[src/hdl/keypad_pin_interrupt_defs.vh]
`ifndef KEYPAD_PIN_INTERRUPT_DEFS_VH
`define KEYPAD_PIN_INTERRUPT_DEFS_VH
// ****************************************************************
// Register byte addresses.
// ****************************************************************
`define ADDR_STATUS_CONTROL 4'h0
`define ADDR_PIN_ENABLE 4'h4
`define ADDR_POLARITY 4'h8
`define ADDR_PULL_ENABLE 4'hC
// ****************************************************************
// Status and control field positions.
// ****************************************************************
`define BIT_EVENT_FLAG 3
`define BIT_ACK 2
`define BIT_IRQ_ENABLE 1
`define BIT_MODE 0
// ****************************************************************
// Reset values and bus answers.
// ****************************************************************
`define RESET_BYTE 8'h00
`define RESP_OKAY 2'h0
`define RESP_SLVERR 2'h2
`endif

[src/hdl/keypad_pin_interrupt.v]
// Added by the designer: the AXI4-Lite interface to the registers and the register offsets.
`timescale 1ns/1ns
`include "keypad_pin_interrupt_defs.vh"
module keypad_pin_interrupt #(
  parameter PINS = 8
)(
  input wire aclk,
  input wire aresetn,
  input wire [3:0] s_axi_awaddr,
  input wire s_axi_awvalid,
  output reg s_axi_awready,
  input wire [31:0] s_axi_wdata,
  input wire [3:0] s_axi_wstrb,
  input wire s_axi_wvalid,
  output reg s_axi_wready,
  output reg [1:0] s_axi_bresp,
  output reg s_axi_bvalid,
  input wire s_axi_bready,
  input wire [3:0] s_axi_araddr,
  input wire s_axi_arvalid,
  output reg s_axi_arready,
  output reg [31:0] s_axi_rdata,
  output reg [1:0] s_axi_rresp,
  output reg s_axi_rvalid,
  input wire s_axi_rready,
  input wire [PINS-1:0] interrupt_input_pin,
  output reg [PINS-1:0] pull_up_enable,
  output reg [PINS-1:0] pull_down_enable,
  output reg irq
);

  // ****************************************************************
  // Registers.
  // ****************************************************************
  reg event_flag;
  reg irq_request_enable;
  reg detect_mode_select;
  reg [PINS-1:0] pin_source_enable;
  reg [PINS-1:0] pin_polarity_select;
  reg [PINS-1:0] port_pull_enable;

  // ****************************************************************
  // Pin synchroniser and detection.
  // ****************************************************************
  reg [PINS-1:0] pin_meta;
  reg [PINS-1:0] pin_sync;
  reg [PINS-1:0] pin_prev;
  reg edge_armed;

  // A pin is asserted when its level matches its polarity and it is enabled.
  function [PINS-1:0] asserted_mask;
    input [PINS-1:0] level;
    input [PINS-1:0] polarity;
    input [PINS-1:0] enable;
    begin
      asserted_mask = ~(level ^ polarity) & enable;
    end
  endfunction

  wire [PINS-1:0] asserted_now = asserted_mask(pin_sync, pin_polarity_select, pin_source_enable);
  wire [PINS-1:0] asserted_prev = asserted_mask(pin_prev, pin_polarity_select, pin_source_enable);
  wire any_asserted = |asserted_now;
  wire edge_seen = edge_armed & (|(asserted_now & ~asserted_prev));
  wire detect_event = edge_seen | (detect_mode_select & any_asserted);

  // ****************************************************************
  // Bus write path.
  // ****************************************************************
  reg [3:0] aw_addr;
  reg aw_held;
  reg [31:0] w_data;
  reg [3:0] w_strb;
  reg w_held;
  wire [3:0] wr_addr = aw_held ? aw_addr : s_axi_awaddr;
  wire [31:0] wr_data = w_held ? w_data : s_axi_wdata;
  wire [3:0] wr_strb = w_held ? w_strb : s_axi_wstrb;
  wire wr_addr_ok = aw_held | (s_axi_awvalid & s_axi_awready);
  wire wr_data_ok = w_held | (s_axi_wvalid & s_axi_wready);
  wire wr_fire = wr_addr_ok & wr_data_ok & ~s_axi_bvalid;
  wire wr_lane0 = wr_fire & wr_strb[0];
  wire ack_write = wr_lane0 & (wr_addr == `ADDR_STATUS_CONTROL) & wr_data[`BIT_ACK];

  function mapped;
    input [3:0] addr;
    begin
      mapped = (addr == `ADDR_STATUS_CONTROL) | (addr == `ADDR_PIN_ENABLE) |
               (addr == `ADDR_POLARITY) | (addr == `ADDR_PULL_ENABLE);
    end
  endfunction

  function [7:0] read_byte;
    input [3:0] addr;
    begin
      case (addr)
        `ADDR_STATUS_CONTROL:
          read_byte = {4'h0, event_flag, 1'b0, irq_request_enable, detect_mode_select};
        `ADDR_PIN_ENABLE: read_byte = pin_source_enable;
        `ADDR_POLARITY: read_byte = pin_polarity_select;
        `ADDR_PULL_ENABLE: read_byte = port_pull_enable;
        default: read_byte = 8'h00;
      endcase
    end
  endfunction

  // ****************************************************************
  // Pin synchroniser and previous sample.
  // ****************************************************************
  // The pins are not timed to aclk, so two flops stand before any logic reads them.
  always @(posedge aclk)
  begin
    if (!aresetn)
    begin
      pin_meta <= {PINS{1'b0}};
      pin_sync <= {PINS{1'b0}};
    end
    else
    begin
      pin_meta <= interrupt_input_pin;
      pin_sync <= pin_meta;
    end
  end

  // Only the second flop feeds this one, never the first.
  always @(posedge aclk)
  begin
    if (!aresetn)
    begin
      pin_prev <= {PINS{1'b0}};
    end
    else
    begin
      pin_prev <= pin_sync;
    end
  end

  // ****************************************************************
  // Edge arming.
  // ****************************************************************
  // Rearm only once every enabled input has gone back to rest, so a held key
  // cannot let a second key pressed beside it make a fresh edge.
  always @(posedge aclk)
  begin
    if (!aresetn)
    begin
      edge_armed <= 1'b1;
    end
    else if (edge_seen)
    begin
      edge_armed <= 1'b0;
    end
    else if (!any_asserted)
    begin
      edge_armed <= 1'b1;
    end
  end

  // ****************************************************************
  // Event flag.
  // ****************************************************************
  wire ack_clears = ack_write & (~detect_mode_select | ~any_asserted);
  // Set wins over acknowledge so an event in that cycle is not lost.
  always @(posedge aclk)
  begin
    if (!aresetn)
    begin
      event_flag <= 1'b0;
    end
    else if (detect_event)
    begin
      event_flag <= 1'b1;
    end
    else if (ack_clears)
    begin
      event_flag <= 1'b0;
    end
  end

  // ****************************************************************
  // Interrupt request.
  // ****************************************************************
  // Registered so the request line never glitches; it lags the flag by one cycle.
  always @(posedge aclk)
  begin
    if (!aresetn)
    begin
      irq <= 1'b0;
    end
    else
    begin
      irq <= event_flag & irq_request_enable;
    end
  end

  // ****************************************************************
  // Configuration registers.
  // ****************************************************************
  // Only byte lane 0 carries data; a write with that lane off changes nothing.
  always @(posedge aclk)
  begin
    if (!aresetn)
    begin
      irq_request_enable <= 1'b0;
      detect_mode_select <= 1'b0;
      pin_source_enable <= `RESET_BYTE;
      pin_polarity_select <= `RESET_BYTE;
      port_pull_enable <= `RESET_BYTE;
    end
    else if (wr_lane0)
    begin
      case (wr_addr)
        `ADDR_STATUS_CONTROL:
        begin
          irq_request_enable <= wr_data[`BIT_IRQ_ENABLE];
          detect_mode_select <= wr_data[`BIT_MODE];
        end
        `ADDR_PIN_ENABLE: pin_source_enable <= wr_data[PINS-1:0];
        `ADDR_POLARITY: pin_polarity_select <= wr_data[PINS-1:0];
        `ADDR_PULL_ENABLE: port_pull_enable <= wr_data[PINS-1:0];
        default: port_pull_enable <= port_pull_enable;
      endcase
    end
  end

  // ****************************************************************
  // Pull resistor controls.
  // ****************************************************************
  // A pull toward the rest level keeps an open key from floating into an event.
  always @(posedge aclk)
  begin
    if (!aresetn)
    begin
      pull_up_enable <= {PINS{1'b0}};
      pull_down_enable <= {PINS{1'b0}};
    end
    else
    begin
      pull_up_enable <= port_pull_enable & ~pin_polarity_select;
      pull_down_enable <= port_pull_enable & pin_polarity_select;
    end
  end

  // ****************************************************************
  // Write address channel.
  // ****************************************************************
  // Ready is a one-cycle pulse; the address is parked until its data comes.
  always @(posedge aclk)
  begin
    if (!aresetn)
    begin
      s_axi_awready <= 1'b0;
      aw_held <= 1'b0;
      aw_addr <= 4'h0;
    end
    else if (wr_fire)
    begin
      s_axi_awready <= 1'b0;
      aw_held <= 1'b0;
    end
    else
    begin
      s_axi_awready <= ~aw_held & ~s_axi_awready & ~s_axi_bvalid;
      if (s_axi_awvalid && s_axi_awready)
      begin
        aw_held <= 1'b1;
        aw_addr <= s_axi_awaddr;
      end
    end
  end

  // ****************************************************************
  // Write data channel.
  // ****************************************************************
  // Data may come before the address; it is parked the same way.
  always @(posedge aclk)
  begin
    if (!aresetn)
    begin
      s_axi_wready <= 1'b0;
      w_held <= 1'b0;
      w_data <= 32'h00000000;
      w_strb <= 4'h0;
    end
    else if (wr_fire)
    begin
      s_axi_wready <= 1'b0;
      w_held <= 1'b0;
    end
    else
    begin
      s_axi_wready <= ~w_held & ~s_axi_wready & ~s_axi_bvalid;
      if (s_axi_wvalid && s_axi_wready)
      begin
        w_held <= 1'b1;
        w_data <= s_axi_wdata;
        w_strb <= s_axi_wstrb;
      end
    end
  end

  // ****************************************************************
  // Write response channel.
  // ****************************************************************
  // The response follows the edge on which both halves of the write are in hand.
  always @(posedge aclk)
  begin
    if (!aresetn)
    begin
      s_axi_bvalid <= 1'b0;
      s_axi_bresp <= `RESP_OKAY;
    end
    else if (wr_fire)
    begin
      s_axi_bvalid <= 1'b1;
      s_axi_bresp <= mapped(wr_addr) ? `RESP_OKAY : `RESP_SLVERR;
    end
    else if (s_axi_bvalid && s_axi_bready)
    begin
      s_axi_bvalid <= 1'b0;
    end
  end

  // ****************************************************************
  // Read channels.
  // ****************************************************************
  // Reads take one cycle after the address is taken.
  always @(posedge aclk)
  begin
    if (!aresetn)
    begin
      s_axi_arready <= 1'b0;
    end
    else
    begin
      s_axi_arready <= ~s_axi_arready & ~s_axi_rvalid & s_axi_arvalid;
    end
  end

  // Read data stands until rready is seen.
  always @(posedge aclk)
  begin
    if (!aresetn)
    begin
      s_axi_rvalid <= 1'b0;
      s_axi_rresp <= `RESP_OKAY;
      s_axi_rdata <= 32'h00000000;
    end
    else if (s_axi_arvalid && s_axi_arready)
    begin
      s_axi_rvalid <= 1'b1;
      s_axi_rdata <= {24'h000000, read_byte(s_axi_araddr)};
      s_axi_rresp <= mapped(s_axi_araddr) ? `RESP_OKAY : `RESP_SLVERR;
    end
    else if (s_axi_rvalid && s_axi_rready)
    begin
      s_axi_rvalid <= 1'b0;
    end
  end

endmodule // keypad_pin_interrupt

[config.mk]
export PLATFORM = sky130hd
export DESIGN_NAME = keypad_pin_interrupt
export DESIGN_NICKNAME = d
export VERILOG_FILES = /design/src/hdl/keypad_pin_interrupt.v
export VERILOG_INCLUDE_DIRS = /design/src /design/src/hdl
export SDC_FILE = /design/constraint.sdc
export NUM_CORES = 1
export LEC_CHECK = 0
export BUFFER_PORTS_ARGS = -buffer_cell sky130_fd_sc_hd__buf_2
export CORE_AREA = 2 2 81 102
export CTS_BUF_LIST = sky130_fd_sc_hd__clkbuf_4
export CTS_CLUSTER_DIAMETER = 80
export CTS_CLUSTER_SIZE = 25
export DETAILED_ROUTE_END_ITERATION = 10
export DIE_AREA = 0 0 83 104
export PLACE_DENSITY = 0.8
export SYNTH_ARGS = -nofsm -noshare
export SYNTH_HDL_FRONTEND = slang
export SYNTH_SLANG_ARGS = --single-unit
[constraint.sdc]
create_clock -name aclk -period 4.3 [get_ports aclk]
set_input_delay 0.43 -clock aclk [delete_from_list [all_inputs] [get_ports aclk]]
set_output_delay 0.43 -clock aclk [all_outputs]
set_load 0.05 [all_outputs]
==> impl_metrics.ini, run 1 <==
[clocking]
path_clk_slew_ps = 150
cts_inserted_buffers = 9
tritoncts = yes
clockBufferDepth = 2
ctsHoldBuffers = 0
cts-root-buf = clkbuf_4
ctsResizeCount = 0
post_cts_buffers = 0
cts_sinks = 99
htreeDepth = 3
clock_latency_ps = 460

[placement]
dpl.cell_count = 538
gp_congestion = 0.832
dpl_cell_area_sq_um = 4330
numPortBuffers = 63
place_hpwl_mm = 5.57

[power]
internal-power_uw = 1230
ir_drop_mv = 0.219
p_leak_uw = 0.00216
p_clk_share_pct = 32.4
pwr-share-seq_pct = 56.7
switching_share_pct = 27.1
combPwrFrac_pct = 10.9
power_density_nw_per_um2 = 376
switchingPower_uw = 459

[setup_path]
start_kind = flip-flop
cp-end-kind = flip-flop
crit_family = compound AO/OA/AOI/OAI gates
critical_path_class = reg -> reg
critPathArrivalTime_ps = 2410
required_ps = 4620
critical_path.max_stage_delay_ps = 950
critPathBufInv = 0
cp_slowest_cell = o211ai_1
crit_chain = a21oi_1, o211ai_1, mux2i_1, nor2_1
worstPathMaxFanout = 9

[final_layout]
fin_nets = 513
mostFrequentLayoutCell = dfxtp_1
drive_above_1_share_pct = 23.3
antenna_cells = 0
mostFrequentLayoutCells = dfxtp_1, buf_2, nor2_1
final_util_pct = 58.4
finalInstanceArea_sq_um = 4500
syn2layout_area_growth_pct = 10.4
filler_cell_count = 683
final_cells = 554

[global_routing]
overflow = 0
first_global_vias = 2666
antenna_found_initial = 0
grt_pass1_wl_mm = 12.9
grt_start_max_net_pins = 56
grt_use_total_pct = 18.4

[status]
status = finished clean

[sta]
rsz0062_at_grt = no
hold_viol_final = 0
maxSlewViolCount = 0
finalSetupViolCount = 0
tightest_slew_ps = 1180
period_needed_ps = 2090
whs_ps = 178
maxSlewHeadroom_pct = 21.1
finalCritPeriodShare_pct = 48.5
max_freq_mhz = 479
finClkSkew_ps = 21.5
fin_setup_tns_ps = 0

[logic_synthesis]
syn_inst = 397
synth-xor-area-share_pct = 1.72
synth_fa_ha_area_share_pct = 0
ys_seq_elements = 99
ys_seq_area_share_pct = 48.6
synth_area_per_cell_sq_um = 10.3
synth_cell_types = 43
yosys-mux-area-fraction_pct = 14.8
yosysWarnings = 0
synth_simple_gate_area_share_pct = 20.4
synth_compound_area_share_pct = 7.21
synth_top_family_by_area = simple AND/OR/NAND/NOR gates
syn_area_sq_um = 4080

[die]
dieArea_sq_um = 8630
pin_count = 117
core_area_sq_um = 7700
die_y_microns = 104
initial_core_util_pct = 53.0
die_x_microns = 83
rows = 36

[run]
maxCapViolCount = 0

[route]
wl_per_cell_microns = 14.1
drtPass1Iterations = 4
drt_iter0_drc = 169
ant_nets = 0
drc = 0
via_per_inst = 5.23
routed-via-count = 2899
wl_mm = 7.79

[worst_hold_path]
hp-class = in -> reg
-- worst paths after layout --
path | from | to | slack, ps | cells past startpoint
max | aw_held$_SDFFE_PP0P_ | w_data[4]$_SDFFE_PN0P_ | 2210 | 4
min | interrupt_input_pin[3] | pin_meta[3]$_SDFF_PN0_ | 180 | 2
max reg2reg | aw_held$_SDFFE_PP0P_ | w_data[4]$_SDFFE_PN0P_ | 2210 | 4
min reg2reg | pin_meta[5]$_SDFF_PN0_ | pin_sync[5]$_SDFF_PN0_ | 450 | 1
-- synth_stat cells (all sizes together) --
| cell | number | area [sq um] |
|---|---|---|
| a21o | 1 | 7.51 |
| a21oi | 6 | 30.0 |
| a22o | 5 | 43.8 |
| a22oi | 12 | 90.1 |
| a31oi | 1 | 6.26 |
| and2 | 24 | 150 |
| and3 | 9 | 56.3 |
| and3b | 5 | 43.8 |
| buf | 31 | 233 |
| clkbuf | 11 | 41.3 |
| conb | 1 | 3.75 |
| dfxtp | 99 | 1980 |
| inv | 5 | 18.8 |
| mux2 | 13 | 146 |
| mux2i | 39 | 390 |
| mux4 | 3 | 67.6 |
| nand2 | 15 | 56.3 |
| nand2b | 5 | 31.3 |
| nand3 | 5 | 67.6 |
| nand4 | 2 | 12.5 |
| nand4b | 4 | 35.0 |
| nor2 | 60 | 228 |
| nor2b | 1 | 6.26 |
| nor3 | 9 | 55.1 |
| nor3b | 6 | 56.3 |
| o211ai | 2 | 20.0 |
| o21ai | 6 | 30.0 |
| o22ai | 2 | 12.5 |
| o2bb2a | 1 | 20.0 |
| o32ai | 2 | 17.5 |
| o41ai | 1 | 16.3 |
| or4bb | 3 | 33.8 |
| xnor2 | 8 | 70.1 |
-- power groups by stage --
| stage | Clock [uW] | Sequential (uW) | Combinational (uW) |
|---|---|---|---|
| global placement | 0 | 978 | 181 |
| detailed placement | 0 | 979 | 183 |
| global route | 596 | 964 | 196 |
| floorplan | 0 | 989 | 155 |
| finish | 548 | 960 | 184 |
| CTS | 562 | 959 | 184 |
-- stage by stage --
stage | setup WS [ps] | power, uW
after floorplan | 2520 | 1140
after global placement | 2200 | 1160
after detailed placement | 2190 | 1160
after CTS | 2200 | 1710
after global routing | 2050 | 1760
final | 2210 | 1690
-- cell families (layout without fill, tap and decap cells) --
logic type             count (synthesis)  after routing
buffers and inverters                 47             84
XOR/XNOR                               8              8
flip-flops                            99             99
multiplexers                          55             55
other                                  1             26
AND/OR/NAND/NOR                      148            148
AO/OA/AOI/OAI                         39             39
-- area by class of cell --
class,instances,area [sq um],share of cell area [%]
sequential,99,1980,44.0
multi-input combinational,276,1900,42.2
timing repair buffer,63,315,7.00
tap,95,119,2.64
clock inverter,7,101,2.25
clock buffer,9,67.6,1.50
inverter,5,18.8,0.417
-- routing by layer --
layer  GRT usage, %  vias up  share of wire [%]
li1               -     1434                  -
met3           3.49       17                5.0
met2           30.2       85                 49
met1           23.1     1363                 43
met5              0        -                  0
met4           9.13        0                2.5
No activity file was read; power rests on OpenSTA's default activity.
==> run 2, diff against run 1 <==
--- a/config.mk
+++ b/config.mk
@@ -7,13 +7,13 @@
 export NUM_CORES = 1
 export LEC_CHECK = 0
 export BUFFER_PORTS_ARGS = -buffer_cell sky130_fd_sc_hd__buf_2
-export CORE_AREA = 2 2 81 102
+export CORE_AREA = 2 2 81 103
 export CTS_BUF_LIST = sky130_fd_sc_hd__clkbuf_4
 export CTS_CLUSTER_DIAMETER = 80
 export CTS_CLUSTER_SIZE = 25
 export DETAILED_ROUTE_END_ITERATION = 10
-export DIE_AREA = 0 0 83 104
-export PLACE_DENSITY = 0.8
+export DIE_AREA = 0 0 83 105
+export PLACE_DENSITY = 0.79
 export SYNTH_ARGS = -nofsm -noshare
 export SYNTH_HDL_FRONTEND = slang
 export SYNTH_SLANG_ARGS = --single-unit
==> constraint.sdc (replaced) <==
create_clock -name aclk -period 2.1 [get_ports aclk]
set_input_delay 0.21 -clock aclk [delete_from_list [all_inputs] [get_ports aclk]]
set_output_delay 0.21 -clock aclk [all_outputs]
set_load 0.05 [all_outputs]
==> impl_metrics.ini, run 2 (synthesized netlist as in run 1, its figures left out) <==
[status]
status = finished clean

[placement]
dpl.cell_count = 543
dpl_cell_area_sq_um = 4380
numPortBuffers = 63
pre_cts_slack_ps = 380
place_hpwl_mm = 5.83
gp_congestion = 0.856

[clocking]
cts_inserted_buffers = 9
post_cts_buffers = 0
htreeDepth = 3
path_clk_slew_ps = 140
tritoncts = yes
clock_latency_ps = 440
clockBufferDepth = 2
cts_sinks = 99
cts-root-buf = clkbuf_4

[global_routing]
grt_start_max_net_pins = 56
overflow = 0
first_global_vias = 2885
grt_use_total_pct = 19.3
antenna_found_initial = 0
grt_pass1_wl_mm = 13.5

[final_layout]
finalInstanceArea_sq_um = 4700
syn2layout_area_growth_pct = 15.3
mostFrequentLayoutCell = dfxtp_1
drive_above_1_share_pct = 23.1
antenna_cells = 0
fin_nets = 534
final_cells = 575
mostFrequentLayoutCells = dfxtp_1, buf_2, nor2_1

[power]
p_leak_uw = 0.00226
power.total_uw = 3460
ir_drop_mv = 0.381
power_density_nw_per_um2 = 736

[route]
drc = 0
wl_per_cell_microns = 14.1
ant_nets = 0
via_per_inst = 5.17
routed-via-count = 2975
wl_mm = 8.10
drtPass1Iterations = 4
drt_iter0_drc = 174

[sta]
fin_setup_tns_ps = 0
maxSlewHeadroom_pct = 56.5
tightest_slew_ps = 649
finalSetupViolCount = 0
finClkSkew_ps = 13.4
max_freq_mhz = 571
hold_viol_final = 0
period_needed_ps = 1750
finalCritPeriodShare_pct = 83.3
setup_ws_ps = 350
maxSlewViolCount = 0
rsz0062_at_grt = no

[die]
die_x_microns = 83
initial_core_util_pct = 53.0
die_y_microns = 105
rows = 36
core_area_sq_um = 7700
dieArea_sq_um = 8720
pin_count = 117

[setup_path]
cp-end-kind = flip-flop
required_ps = 2440
critPathArrivalTime_ps = 2090
worstPathMaxFanout = 9
critical_path_class = reg -> reg
start_kind = flip-flop

[run]
maxCapViolCount = 0

[worst_hold_path]
hp-class = in -> reg
run 2: cell count changes in the layout (fill, tap and decap cells not counted), sizes merged:
cell,delta
inv,-1
dlygate4sd3,+16
clkinv,+1
buf,+5
run 2: per-stage QoR:
step / utilization, % / hold slack, ps
4_1_cts: 61.1 / 0.572
5_1_grt: 61.1 / 10.4
3_3_place_gp: 56.9 / 418
6_report: 61.1 / 23.1
2_1_floorplan: - / 328
3_5_place_dp: 56.9 / 417
run 2: final timing paths:
kind,startpoint,endpoint,slack (ps),cells after the start
hold reg to reg,pin_meta[3]$_SDFF_PN0_,pin_sync[3]$_SDFF_PN0_,450,1
setup / recovery,aw_held$_SDFFE_PP0P_,pin_polarity_select[5]$_SDFFE_PN0P_,350,5
hold / removal,s_axi_wdata[3],w_data[3]$_SDFFE_PN0P_,20,3
setup reg to reg,aw_held$_SDFFE_PP0P_,pin_polarity_select[5]$_SDFFE_PN0P_,350,5
run 2: repair_timing:
item	CTS	global route
endpoints found under the hold margin	16	0
hold buffers	16	0
resized for setup	0	0
run 2: final cells by class:
cell class	count	area [sq um]
Clock inverter	7	92.6
Tap cell	95	119
Multi-Input combinational cell	276	1900
Timing Repair Buffer	84	526
Sequential cell	99	1980
Inverter	5	18.8
Fill cell	646	3000
Clock buffer	9	67.6
run 2: layer usage:
layer  track usage, %  routed length (microns)
met2             31.8                     4020
met1             23.8                     3500
met4             9.72                      155
met5                0                        0
met3             4.27                      425
run 2: where the power goes:
| part | switching (uW) | internal, uW | leakage (uW) |
|---|---|---|---|
| registers | 37.1 | 1920 | 0.000804 |
| logic | 282 | 137 | 0.00137 |
| clock network | 603 | 479 | 0.0000796 |
| total | 921 | 2540 | 0.00226 |
run 2: critical path, cell delays in order (launching register included):
cell and delay (ps):
dfxtp_1 540, a21oi_1 160, nor2_2 380, nand3_4 290, mux2i_1 220, nor2_1 50
